**src/rtl/flc_defs.svh**
```systemverilog
/*
  Constants for the parallel flash host controller: command codes,
  unlock addresses, status bit positions and timing figures.
  Assumes a byte-wide flash with 20 address bits.
*/
`ifndef FLC_DEFS_SVH
`define FLC_DEFS_SVH

`define FLC_CLK_MHZ 100
`define FLC_AW 20
`define FLC_DW 8

// Unlock and command addresses, only bits 14..0 matter to the flash
`define FLC_ADDR_UNLK1 20'h05555
`define FLC_ADDR_UNLK2 20'h02aaa
`define FLC_ADDR_ZERO 20'h00000
`define FLC_SECTOR_MASK 20'hff000
`define FLC_BLOCK_MASK 20'hf0000

`define FLC_D_UNLK1 8'haa
`define FLC_D_UNLK2 8'h55
`define FLC_D_PROG 8'ha0
`define FLC_D_ERASE 8'h80
`define FLC_D_ID_ENTRY 8'h90
`define FLC_D_QUERY_ENTRY 8'h98
`define FLC_D_EXIT 8'hf0
`define FLC_D_SECTOR 8'h30
`define FLC_D_BLOCK 8'h50
`define FLC_D_CHIP 8'h10

// Last step index of each sequence
`define FLC_LAST_PROG 3'h3
`define FLC_LAST_ERASE 3'h5
`define FLC_LAST_ENTRY 3'h2
`define FLC_LAST_EXIT 3'h0

`define FLC_POLL_BIT 7
`define FLC_TOGGLE_BIT 6

// Bus cycle timing
`define FLC_T_SETUP_NS 10
`define FLC_T_PULSE_NS 90
`define FLC_T_HOLD_NS 20
// Settle after completion (least) and program timeout (longest)
`define FLC_T_SETTLE_NS 1000
`define FLC_T_PROG_MAX_NS 20000
`define FLC_ERASE_TMO_CYC 10000000

`endif

```
**src/rtl/flc_pkg.sv**
```systemverilog
/*
  Types for the parallel flash host controller.
  Assumes flc_defs.svh for the numeric constants.
*/
package flc_pkg;
  typedef enum logic [2:0] {
    FLC_OP_READ = 3'h0,
    FLC_OP_PROG = 3'h1,
    FLC_OP_SECTOR = 3'h2,
    FLC_OP_BLOCK = 3'h3,
    FLC_OP_CHIP = 3'h4,
    FLC_OP_ID = 3'h5,
    FLC_OP_QUERY = 3'h6,
    FLC_OP_EXIT = 3'h7
  } flc_op_t;

  typedef enum logic [6:0] {
    FLC_S_IDLE = 7'h01,
    FLC_S_SEQ = 7'h02,
    FLC_S_RD = 7'h04,
    FLC_S_POLL_A = 7'h08,
    FLC_S_POLL_B = 7'h10,
    FLC_S_CONFIRM = 7'h20,
    FLC_S_SETTLE = 7'h40
  } flc_state_t;

  typedef enum logic [3:0] {
    FLC_C_IDLE = 4'h1,
    FLC_C_SETUP = 4'h2,
    FLC_C_STROBE = 4'h4,
    FLC_C_HOLD = 4'h8
  } flc_cyc_state_t;
endpackage

```
**src/rtl/flc_cyc_if.sv**
```systemverilog
/*
  Link between the sequencer and the bus cycle engine.
  Assumes one clock; req is a one-cycle pulse taken only while idle.
*/
`timescale 1ns/10ps
`include "flc_defs.svh"
interface flc_cyc_if;
  logic req;
  logic wr;
  logic [`FLC_AW-1:0] addr;
  logic [`FLC_DW-1:0] wdata;
  logic done;
  logic [`FLC_DW-1:0] rdata;

  modport master (output req, output wr, output addr, output wdata, input done, input rdata);
  modport engine (input req, input wr, input addr, input wdata, output done, output rdata);
endinterface

```
**src/rtl/flc_cyc_engine.sv**
```systemverilog
/*
  Bus cycle engine: runs one read or write strobe cycle on the flash pins.
  Assumes the flash data input is synchronous to clk_sys_i.
*/
`timescale 1ns/10ps
`include "flc_defs.svh"
module flc_cyc_engine (
  input wire logic clk_sys_i,
  input wire logic sys_rst_i,
  flc_cyc_if.engine cyc,
  output logic [`FLC_AW-1:0] flash_addr_o,
  output logic [`FLC_DW-1:0] flash_dq_o,
  output logic flash_dq_oe_o,
  input wire logic [`FLC_DW-1:0] flash_dq_i,
  output logic flash_ce_n_o,
  output logic flash_oe_n_o,
  output logic flash_we_n_o
);
  import flc_pkg::*;

  localparam int SETUP_CYC = (`FLC_T_SETUP_NS * `FLC_CLK_MHZ + 999) / 1000;
  localparam int PULSE_CYC = (`FLC_T_PULSE_NS * `FLC_CLK_MHZ + 999) / 1000;
  localparam int HOLD_CYC = (`FLC_T_HOLD_NS * `FLC_CLK_MHZ + 999) / 1000;

  flc_cyc_state_t st_r, st_nxt;
  logic [7:0] cnt_r, cnt_nxt;
  logic wr_r, wr_nxt;
  logic [`FLC_AW-1:0] addr_r, addr_nxt;
  logic [`FLC_DW-1:0] wd_r, wd_nxt, rd_r, rd_nxt;
  logic oe_r, oe_nxt, ce_n_r, ce_n_nxt, oe_n_r, oe_n_nxt, we_n_r, we_n_nxt;
  logic done_r, done_nxt;

  always_comb
  begin
    st_nxt = st_r;
    cnt_nxt = cnt_r + 8'h01;
    wr_nxt = wr_r;
    addr_nxt = addr_r;
    wd_nxt = wd_r;
    rd_nxt = rd_r;
    oe_nxt = oe_r;
    ce_n_nxt = ce_n_r;
    oe_n_nxt = oe_n_r;
    we_n_nxt = we_n_r;
    done_nxt = 1'b0;
    case (st_r)
      FLC_C_IDLE:
      begin
        cnt_nxt = 8'h00;
        if (cyc.req)
        begin
          st_nxt = FLC_C_SETUP;
          wr_nxt = cyc.wr;
          addr_nxt = cyc.addr;
          wd_nxt = cyc.wdata;
          ce_n_nxt = 1'b0;
          // Drive data only on writes, never while the flash reads out
          oe_nxt = cyc.wr;
        end
      end
      FLC_C_SETUP:
        if (cnt_r == 8'(SETUP_CYC - 1))
        begin
          st_nxt = FLC_C_STROBE;
          cnt_nxt = 8'h00;
          we_n_nxt = ~wr_r;
          oe_n_nxt = wr_r;
        end
      FLC_C_STROBE:
        if (cnt_r == 8'(PULSE_CYC - 1))
        begin
          st_nxt = FLC_C_HOLD;
          cnt_nxt = 8'h00;
          we_n_nxt = 1'b1;
          oe_n_nxt = 1'b1;
          if (!wr_r)
            rd_nxt = flash_dq_i;
        end
      FLC_C_HOLD:
        if (cnt_r == 8'(HOLD_CYC - 1))
        begin
          // Deselect between cycles so every read is a fresh access
          st_nxt = FLC_C_IDLE;
          ce_n_nxt = 1'b1;
          oe_nxt = 1'b0;
          done_nxt = 1'b1;
        end
      default: st_nxt = FLC_C_IDLE;
    endcase
  end

  always_ff @(posedge clk_sys_i)
  begin
    if (sys_rst_i)
    begin
      st_r <= FLC_C_IDLE;
      cnt_r <= 8'h00;
      wr_r <= 1'b0;
      addr_r <= `FLC_ADDR_ZERO;
      wd_r <= 8'h00;
      rd_r <= 8'h00;
      oe_r <= 1'b0;
      ce_n_r <= 1'b1;
      oe_n_r <= 1'b1;
      we_n_r <= 1'b1;
      done_r <= 1'b0;
    end
    else
    begin
      st_r <= st_nxt;
      cnt_r <= cnt_nxt;
      wr_r <= wr_nxt;
      addr_r <= addr_nxt;
      wd_r <= wd_nxt;
      rd_r <= rd_nxt;
      oe_r <= oe_nxt;
      ce_n_r <= ce_n_nxt;
      oe_n_r <= oe_n_nxt;
      we_n_r <= we_n_nxt;
      done_r <= done_nxt;
    end
  end

  assign cyc.done = done_r;
  assign cyc.rdata = rd_r;
  assign flash_addr_o = addr_r;
  assign flash_dq_o = wd_r;
  assign flash_dq_oe_o = oe_r;
  assign flash_ce_n_o = ce_n_r;
  assign flash_oe_n_o = oe_n_r;
  assign flash_we_n_o = we_n_r;
endmodule

```
**src/rtl/flc_host.sv**
```systemverilog
/*
  Host controller for a byte-wide parallel flash: issues protected command
  sequences, polls completion status and tracks identification/query mode.
  Assumes a synchronous user command port and flash inputs on clk_sys_i.
*/
`timescale 1ns/10ps
`include "flc_defs.svh"
module flc_host #(
  parameter int ERASE_TMO_CYC = `FLC_ERASE_TMO_CYC
) (
  input wire logic clk_sys_i,
  input wire logic sys_rst_i,
  input wire logic cmd_valid_i,
  input wire flc_pkg::flc_op_t cmd_op_i,
  input wire logic [`FLC_AW-1:0] cmd_addr_i,
  input wire logic [`FLC_DW-1:0] cmd_data_i,
  output logic cmd_ready_o,
  output logic rsp_valid_o,
  output logic [`FLC_DW-1:0] rsp_data_o,
  output logic rsp_err_o,
  output logic id_mode_o,
  output logic query_mode_o,
  output logic [`FLC_AW-1:0] flash_addr_o,
  output logic [`FLC_DW-1:0] flash_dq_o,
  output logic flash_dq_oe_o,
  input wire logic [`FLC_DW-1:0] flash_dq_i,
  output logic flash_ce_n_o,
  output logic flash_oe_n_o,
  output logic flash_we_n_o
);
  import flc_pkg::*;

  localparam int SETTLE_CYC = (`FLC_T_SETTLE_NS * `FLC_CLK_MHZ + 999) / 1000;
  localparam int PROG_TMO_CYC = (`FLC_T_PROG_MAX_NS * `FLC_CLK_MHZ) / 1000;

  flc_cyc_if cyc ();

  flc_cyc_engine u_engine (
    .clk_sys_i(clk_sys_i),
    .sys_rst_i(sys_rst_i),
    .cyc(cyc.engine),
    .flash_addr_o(flash_addr_o),
    .flash_dq_o(flash_dq_o),
    .flash_dq_oe_o(flash_dq_oe_o),
    .flash_dq_i(flash_dq_i),
    .flash_ce_n_o(flash_ce_n_o),
    .flash_oe_n_o(flash_oe_n_o),
    .flash_we_n_o(flash_we_n_o)
  );

  flc_state_t st_r, st_nxt;
  flc_op_t op_r, op_nxt;
  logic [`FLC_AW-1:0] addr_r, addr_nxt, caddr_r, caddr_nxt;
  logic [`FLC_DW-1:0] data_r, data_nxt, cdata_r, cdata_nxt, prev_r, prev_nxt;
  logic [`FLC_DW-1:0] rsp_r, rsp_nxt;
  logic [2:0] step_r, step_nxt;
  logic [23:0] cnt_r, cnt_nxt;
  logic conf_r, conf_nxt, req_r, req_nxt, wr_r, wr_nxt;
  logic ready_r, ready_nxt, rv_r, rv_nxt, err_r, err_nxt;
  logic id_r, id_nxt, qry_r, qry_nxt;
  logic [2:0] last_step;
  logic [23:0] tmo_lim;
  logic poll_ok;

  // One write of a protected sequence: address and data for a step
  function automatic logic [`FLC_AW+`FLC_DW-1:0] seq_word(input flc_op_t op,
                                                       input logic [2:0] s,
                                                       input logic [`FLC_AW-1:0] a,
                                                       input logic [`FLC_DW-1:0] d);
    logic [`FLC_AW+`FLC_DW-1:0] w;
    w = {`FLC_ADDR_UNLK1, `FLC_D_UNLK1};
    if (op == FLC_OP_EXIT)
      w = {`FLC_ADDR_ZERO, `FLC_D_EXIT};
    else if (s == 3'h1 || s == 3'h4)
      w = {`FLC_ADDR_UNLK2, `FLC_D_UNLK2};
    else if (s == 3'h2)
    begin
      case (op)
        FLC_OP_PROG: w = {`FLC_ADDR_UNLK1, `FLC_D_PROG};
        FLC_OP_ID: w = {`FLC_ADDR_UNLK1, `FLC_D_ID_ENTRY};
        FLC_OP_QUERY: w = {`FLC_ADDR_UNLK1, `FLC_D_QUERY_ENTRY};
        default: w = {`FLC_ADDR_UNLK1, `FLC_D_ERASE};
      endcase
    end
    else if (s == 3'h3 && op == FLC_OP_PROG)
      w = {a, d};
    else if (s == 3'h5)
    begin
      case (op)
        FLC_OP_SECTOR: w = {a & `FLC_SECTOR_MASK, `FLC_D_SECTOR};
        FLC_OP_BLOCK: w = {a & `FLC_BLOCK_MASK, `FLC_D_BLOCK};
        default: w = {`FLC_ADDR_UNLK1, `FLC_D_CHIP};
      endcase
    end
    return w;
  endfunction

  always_comb
  begin
    case (op_r)
      FLC_OP_PROG: last_step = `FLC_LAST_PROG;
      FLC_OP_ID, FLC_OP_QUERY: last_step = `FLC_LAST_ENTRY;
      FLC_OP_EXIT: last_step = `FLC_LAST_EXIT;
      default: last_step = `FLC_LAST_ERASE;
    endcase
    tmo_lim = (op_r == FLC_OP_PROG) ? 24'(PROG_TMO_CYC) : 24'(ERASE_TMO_CYC);
    // Program: poll bit true data; erase: poll bit reads one when done
    if (op_r == FLC_OP_PROG)
      poll_ok = cyc.rdata[`FLC_POLL_BIT] == data_r[`FLC_POLL_BIT];
    else
      poll_ok = cyc.rdata[`FLC_POLL_BIT];
  end

  always_comb
  begin
    st_nxt = st_r;
    op_nxt = op_r;
    addr_nxt = addr_r;
    data_nxt = data_r;
    caddr_nxt = caddr_r;
    cdata_nxt = cdata_r;
    prev_nxt = prev_r;
    rsp_nxt = rsp_r;
    step_nxt = step_r;
    cnt_nxt = (cnt_r == 24'hffffff) ? cnt_r : cnt_r + 24'h000001;
    conf_nxt = conf_r;
    req_nxt = 1'b0;
    wr_nxt = wr_r;
    rv_nxt = 1'b0;
    err_nxt = err_r;
    id_nxt = id_r;
    qry_nxt = qry_r;
    case (st_r)
      FLC_S_IDLE:
        if (cmd_valid_i && ready_r)
        begin
          op_nxt = cmd_op_i;
          addr_nxt = cmd_addr_i;
          data_nxt = cmd_data_i;
          step_nxt = 3'h0;
          err_nxt = 1'b0;
          req_nxt = 1'b1;
          if (cmd_op_i == FLC_OP_READ)
          begin
            st_nxt = FLC_S_RD;
            wr_nxt = 1'b0;
            caddr_nxt = cmd_addr_i;
          end
          else
          begin
            // Every alteration goes out with its unlock writes
            st_nxt = FLC_S_SEQ;
            wr_nxt = 1'b1;
            {caddr_nxt, cdata_nxt} = seq_word(cmd_op_i, 3'h0, cmd_addr_i, cmd_data_i);
          end
        end
      FLC_S_SEQ:
        if (cyc.done)
        begin
          req_nxt = 1'b1;
          if (step_r == last_step)
          begin
            wr_nxt = 1'b0;
            caddr_nxt = addr_r;
            cnt_nxt = 24'h000000;
            case (op_r)
              FLC_OP_ID: id_nxt = 1'b1;
              FLC_OP_QUERY: qry_nxt = 1'b1;
              FLC_OP_EXIT:
              begin
                id_nxt = 1'b0;
                qry_nxt = 1'b0;
              end
              default: ;
            endcase
            if (op_r == FLC_OP_ID || op_r == FLC_OP_QUERY || op_r == FLC_OP_EXIT)
            begin
              st_nxt = FLC_S_IDLE;
              req_nxt = 1'b0;
              rv_nxt = 1'b1;
            end
            else
              st_nxt = FLC_S_POLL_A;
          end
          else
          begin
            step_nxt = step_r + 3'h1;
            {caddr_nxt, cdata_nxt} = seq_word(op_r, step_r + 3'h1, addr_r, data_r);
          end
        end
      FLC_S_RD:
        if (cyc.done)
        begin
          rsp_nxt = cyc.rdata;
          rv_nxt = 1'b1;
          st_nxt = FLC_S_IDLE;
        end
      FLC_S_POLL_A, FLC_S_POLL_B, FLC_S_CONFIRM:
        if (cyc.done)
        begin
          req_nxt = 1'b1;
          prev_nxt = cyc.rdata;
          conf_nxt = 1'b0;
          if (cnt_r >= tmo_lim)
          begin
            st_nxt = FLC_S_IDLE;
            req_nxt = 1'b0;
            rv_nxt = 1'b1;
            err_nxt = 1'b1;
            rsp_nxt = cyc.rdata;
          end
          else if (st_r == FLC_S_POLL_A)
            st_nxt = FLC_S_POLL_B;
          else if (cyc.rdata[`FLC_TOGGLE_BIT] != prev_r[`FLC_TOGGLE_BIT])
            st_nxt = FLC_S_POLL_B;
          else if (st_r == FLC_S_POLL_B)
            st_nxt = FLC_S_CONFIRM;
          else if (!poll_ok)
            st_nxt = FLC_S_POLL_B;
          else if (!conf_r)
            conf_nxt = 1'b1;
          else
          begin
            st_nxt = FLC_S_SETTLE;
            req_nxt = 1'b0;
            cnt_nxt = 24'h000000;
          end
        end
      FLC_S_SETTLE:
        if (cnt_r == 24'(SETTLE_CYC - 1))
        begin
          // Whole byte only trusted after the settle time
          st_nxt = FLC_S_RD;
          req_nxt = 1'b1;
        end
      default: st_nxt = FLC_S_IDLE;
    endcase
    // No new command until the internal operation has ended or its status poll has timed out
    ready_nxt = (st_nxt == FLC_S_IDLE);
  end

  always_ff @(posedge clk_sys_i)
  begin
    if (sys_rst_i)
    begin
      st_r <= FLC_S_IDLE;
      op_r <= FLC_OP_READ;
      addr_r <= `FLC_ADDR_ZERO;
      data_r <= 8'h00;
      caddr_r <= `FLC_ADDR_ZERO;
      cdata_r <= 8'h00;
      prev_r <= 8'h00;
      rsp_r <= 8'h00;
      step_r <= 3'h0;
      cnt_r <= 24'h000000;
      conf_r <= 1'b0;
      req_r <= 1'b0;
      wr_r <= 1'b0;
      ready_r <= 1'b0;
      rv_r <= 1'b0;
      err_r <= 1'b0;
      id_r <= 1'b0;
      qry_r <= 1'b0;
    end
    else
    begin
      st_r <= st_nxt;
      op_r <= op_nxt;
      addr_r <= addr_nxt;
      data_r <= data_nxt;
      caddr_r <= caddr_nxt;
      cdata_r <= cdata_nxt;
      prev_r <= prev_nxt;
      rsp_r <= rsp_nxt;
      step_r <= step_nxt;
      cnt_r <= cnt_nxt;
      conf_r <= conf_nxt;
      req_r <= req_nxt;
      wr_r <= wr_nxt;
      ready_r <= ready_nxt;
      rv_r <= rv_nxt;
      err_r <= err_nxt;
      id_r <= id_nxt;
      qry_r <= qry_nxt;
    end
  end

  assign cyc.req = req_r;
  assign cyc.wr = wr_r;
  assign cyc.addr = caddr_r;
  assign cyc.wdata = cdata_r;
  assign cmd_ready_o = ready_r;
  assign rsp_valid_o = rv_r;
  assign rsp_data_o = rsp_r;
  assign rsp_err_o = err_r;
  assign id_mode_o = id_r;
  assign query_mode_o = qry_r;
endmodule

```
**config.mk**
```make
export PLATFORM = sky130hd
export DESIGN_NAME = flc_host
export DESIGN_NICKNAME = d
export VERILOG_FILES = /design/src/rtl/flc_pkg.sv /design/src/rtl/flc_cyc_if.sv /design/src/rtl/flc_cyc_engine.sv /design/src/rtl/flc_host.sv
export VERILOG_INCLUDE_DIRS = /design/src /design/src/rtl
export SDC_FILE = /design/constraint.sdc
export NUM_CORES = 1
export LEC_CHECK = 0
export BUFFER_PORTS_ARGS = -buffer_cell sky130_fd_sc_hd__buf_2
export CAP_MARGIN = 20
export CORE_UTILIZATION = 60
export DETAILED_ROUTE_END_ITERATION = 8
export PLACE_DENSITY = 0.91
export SYNTH_ARGS = -nofsm -noshare
export SYNTH_HDL_FRONTEND = slang
export SYNTH_HIERARCHICAL = 1
export SYNTH_SLANG_ARGS = --single-unit
```
**constraint.sdc**
```tcl
create_clock -name clk_sys_i -period 4.5 [get_ports clk_sys_i]
set_clock_uncertainty 0.1 [all_clocks]
set_input_delay 0 -clock clk_sys_i [delete_from_list [all_inputs] [get_ports clk_sys_i]]
set_output_delay 0 -clock clk_sys_i [all_outputs]
set_load 0.1 [all_outputs]
```
==> impl_metrics.py <==
metrics = {
    "clock_tree": {
        "post_cts_buffers": 0,
        "cts_buffer_depth": 2,
        "cts_root_buf": "clkbuf_16",
        "cts_tree": "done",
        "path_clk_slew_ns": 0.07,
        "cts.sinks": 164,
        "htree_num_levels": 4,
        "clk_latency_ns": 0.44,
        "cts-buffers-inserted": 17,
    },
    "setup_path": {
        "end_kind": "register",
        "r2r-end": "rsp_data_o[5]$_SDFFE_PP0P_",
        "worstPathMaxFanout": 15,
        "critPathArrivalTime_ns": 3.64,
        "r2r_start": "op_r[0]$_SDFFE_PP0P_",
        "reg2reg_slack_ns": 1.12,
        "critPathLaunchType": "register",
        "path_class": "reg2reg",
        "cp.required_ns": 4.77,
        "reg2reg_depth": 9,
    },
    "floorplan": {
        "dieWidth_um": 118,
        "start_util_pct": 62.7,
        "die_h_um": 118,
        "core.rowCount": 41,
        "dieArea_um2": 13900,
        "num_io_pins": 87,
        "core-area_um2": 12800,
    },
    "hold_path": {
        "worstHoldEndpoint": "st_r[5]$_SDFF_PP0_",
        "min_from": "cmd_valid_i",
        "holdPathStages": 6,
        "hp-class": "in2reg",
    },
    "finish": {
        "layout.cells.non_filler": 1251,
        "fillers": 928,
        "fin_nets": 1117,
        "layout_common_cells": "dfxtp_1 (164), nand2_1 (119), a21oi_1 (90)",
        "drive_above_1_share_pct": 14.2,
        "final_common_cell": "dfxtp_1",
        "area_growth_pct": 17.3,
    },
    "routing": {
        "wl_per_cell_um": 17.4,
        "ant_nets": 0,
        "via_per_inst": 6.27,
        "dr.pass1.iters": 6,
        "vias": 7843,
        "wl_um": 21700,
        "drtIter0Drc": 1323,
        "drcViolationCount": 0,
    },
    "timing": {
        "max_freq_mhz": 296,
        "fin_ws_ns": 1.12,
        "relSlewSlack_pct": 35.2,
        "layout_min_cycle_time_ns": 3.38,
        "fin_hold_ws_ns": 0.0925,
        "drv_slew": 0,
        "tightest_slew_ns": 0.971,
        "rsz0062_at_grt": "false",
        "setup_viol": 0,
        "timing.final.crit_share_pct": 75.1,
        "final_hold_viol_count": 0,
        "setup_tns_ns": 0,
    },
    "synth": {
        "avgSynthCellArea_um2": 8.19,
        "synthFlopType": "dfxtp_1",
        "synth-adder-area-share_pct": 1.71,
        "ys_seq_elements": 164,
        "synth-seq-area-share_pct": 40.8,
        "yosysUniqueCellTypes": 76,
        "syn-cell-area_um2": 8040,
        "synth_xor_area_share_pct": 3.59,
        "postSynthCellCount": 982,
        "synth_compound_area_share_pct": 20.1,
        "synth_top_family_by_area": "simple AND/OR/NAND/NOR gates",
        "yosys_warnings": 6,
        "synth_mux_area_share_pct": 2.37,
        "synth-simple-area-share_pct": 26.3,
        "synthesis.nets": 1035,
        "synth_async_sr_flop_share_pct": 0,
        "synth_edf_count": 0,
    },
    "placed_design": {
        "hpwl_um": 13400,
        "io_buffers": 86,
        "dpl.cell_count": 1177,
        "place.gp.congestion": 0.911,
        "dp_slack_ns": 1.18,
    },
    "pwr": {
        "power_density_nw_per_um2": 357,
        "peakVddDrop_mv": 0.309,
        "p_leak_nw": 3.40,
    },
    "outcome": {
        "status": "completed",
    },
    "grt": {
        "grt_max_degree": 69,
        "grt_pass1_vias": 7129,
        "grt.overflow.total": 0,
        "gr-usage-all-layers_pct": 31.5,
        "antenna_found_initial": 2,
        "grt_pass1_wl_um": 35400,
    },
    "job": {
        "max-cap-violations": 0,
    },
}
power by group:
part | internal, mW | switching, mW
combinational | 0.130 | 0.254
clock | 0.786 | 0.631
sequential | 1.51 | 0.0534
critical path, cell delays in order (launching register included):
cell and delay, ns:
dfxtp_1 0.64, nor3b_4 0.46, inv_2 0.13, ha_1 0.20
and3_1 0.16, o31ai_1 0.19, a22o_1 0.23, a211oi_1 0.10
a211oi_2 0.82, mux2i_1 0.27
stage by stage:
step	instance area, µm²	power (mW)	utilization, %
after floorplan	8040	1.84	-
after global placement	8450	1.92	65.9
after detailed placement	8450	1.93	65.9
after CTS	9420	3.35	73.5
after global routing	9430	3.47	73.5
final	9430	3.37	73.5
sequential cells by signal, summed over array words and instances (netlist names), 4 cells and up:
name,count
st_r,7
u_engine/cnt_r,8
data_r,8
u_engine/flash_dq_o,8
cnt_r,24
caddr_r,20
cdata_r,8
u_engine/st_r,4
rsp_data_o,8
u_engine/flash_addr_o,20
addr_r,20
u_engine/cyc.rdata,8
how the worst max path moves through the flow:
stage                               from                          to  slack (ns)  depth (start not counted)
finish              op_r[0]$_SDFFE_PP0P_  rsp_data_o[5]$_SDFFE_PP0P_        1.12                          9
global route        op_r[0]$_SDFFE_PP0P_  rsp_data_o[4]$_SDFFE_PP0P_        0.84                          9
CTS                 op_r[0]$_SDFFE_PP0P_  rsp_data_o[5]$_SDFFE_PP0P_        1.14                          9
detailed placement  op_r[0]$_SDFFE_PP0P_  rsp_data_o[5]$_SDFFE_PP0P_        1.18                          9
global placement    op_r[0]$_SDFFE_PP0P_  rsp_data_o[2]$_SDFFE_PP0P_        1.25                          9
floorplan           op_r[1]$_SDFFE_PP0P_        cnt_r[14]$_SDFF_PP0_        1.93                         11
logic make-up after synthesis:
| logic type | after synthesis |
|---|---|
| compound gates | 248 |
| xor+xnor | 33 |
| fa+ha+maj | 11 |
| buf+inv | 98 |
| flops | 164 |
| mux | 19 |
| simple gates | 409 |
cells in the mapped netlist (7+ instances only):
library cell    n  area, µm²
dfxtp_1       164       3280
nand2_1       119        447
a21oi_1        90        450
nor2_1         80        300
o21ai_0        56        280
clkbuf_1       52        195
nand3_1        47        235
nor3_1         39        195
inv_1          26       97.6
mux2i_1        19        190
nand4_1        19        119
nand2b_1       18        113
xor2_1         17        149
a211oi_1       16        120
xnor2_1        16        140
or3_1          15       93.8
a221oi_1       13        114
buf_2          11       55.1
ha_1           11        138
a211o_1        10       87.6
a311oi_1        9       78.8
and3_1          8       50.1
a21o_1          7       52.6
nor3b_1         7       52.6
final cells by class:
type / instances / area [µm²] / share of cell area (%)
clock buffers: 20 / 447 / 4.74
well taps: 172 / 215 / 2.28
inverters: 28 / 105 / 1.11
clock inverters: 12 / 121 / 1.29
repair buffers: 133 / 886 / 9.40
diodes: 2 / 5.00 / 0.0531
flip-flops and latches: 164 / 3280 / 34.8
multi-input cells: 720 / 4370 / 46.3
timing repair:
item / 4_1_cts / 5_1_grt
hold buffers: 40 / 0
hold endpoints to repair: 87 / 0
resized for setup: 0 / 0
metal layers:
layer | routed length, µm | share of wire, % | global-route usage [%]
met1 | 9060 | 42 | 41.2
met2 | 10200 | 47 | 48.6
met3 | 1880 | 8.6 | 8.53
met4 | 620 | 2.9 | 13.5
met5 | 0 | 0 | 0
Note: power is estimated with default switching activity, not from simulation.
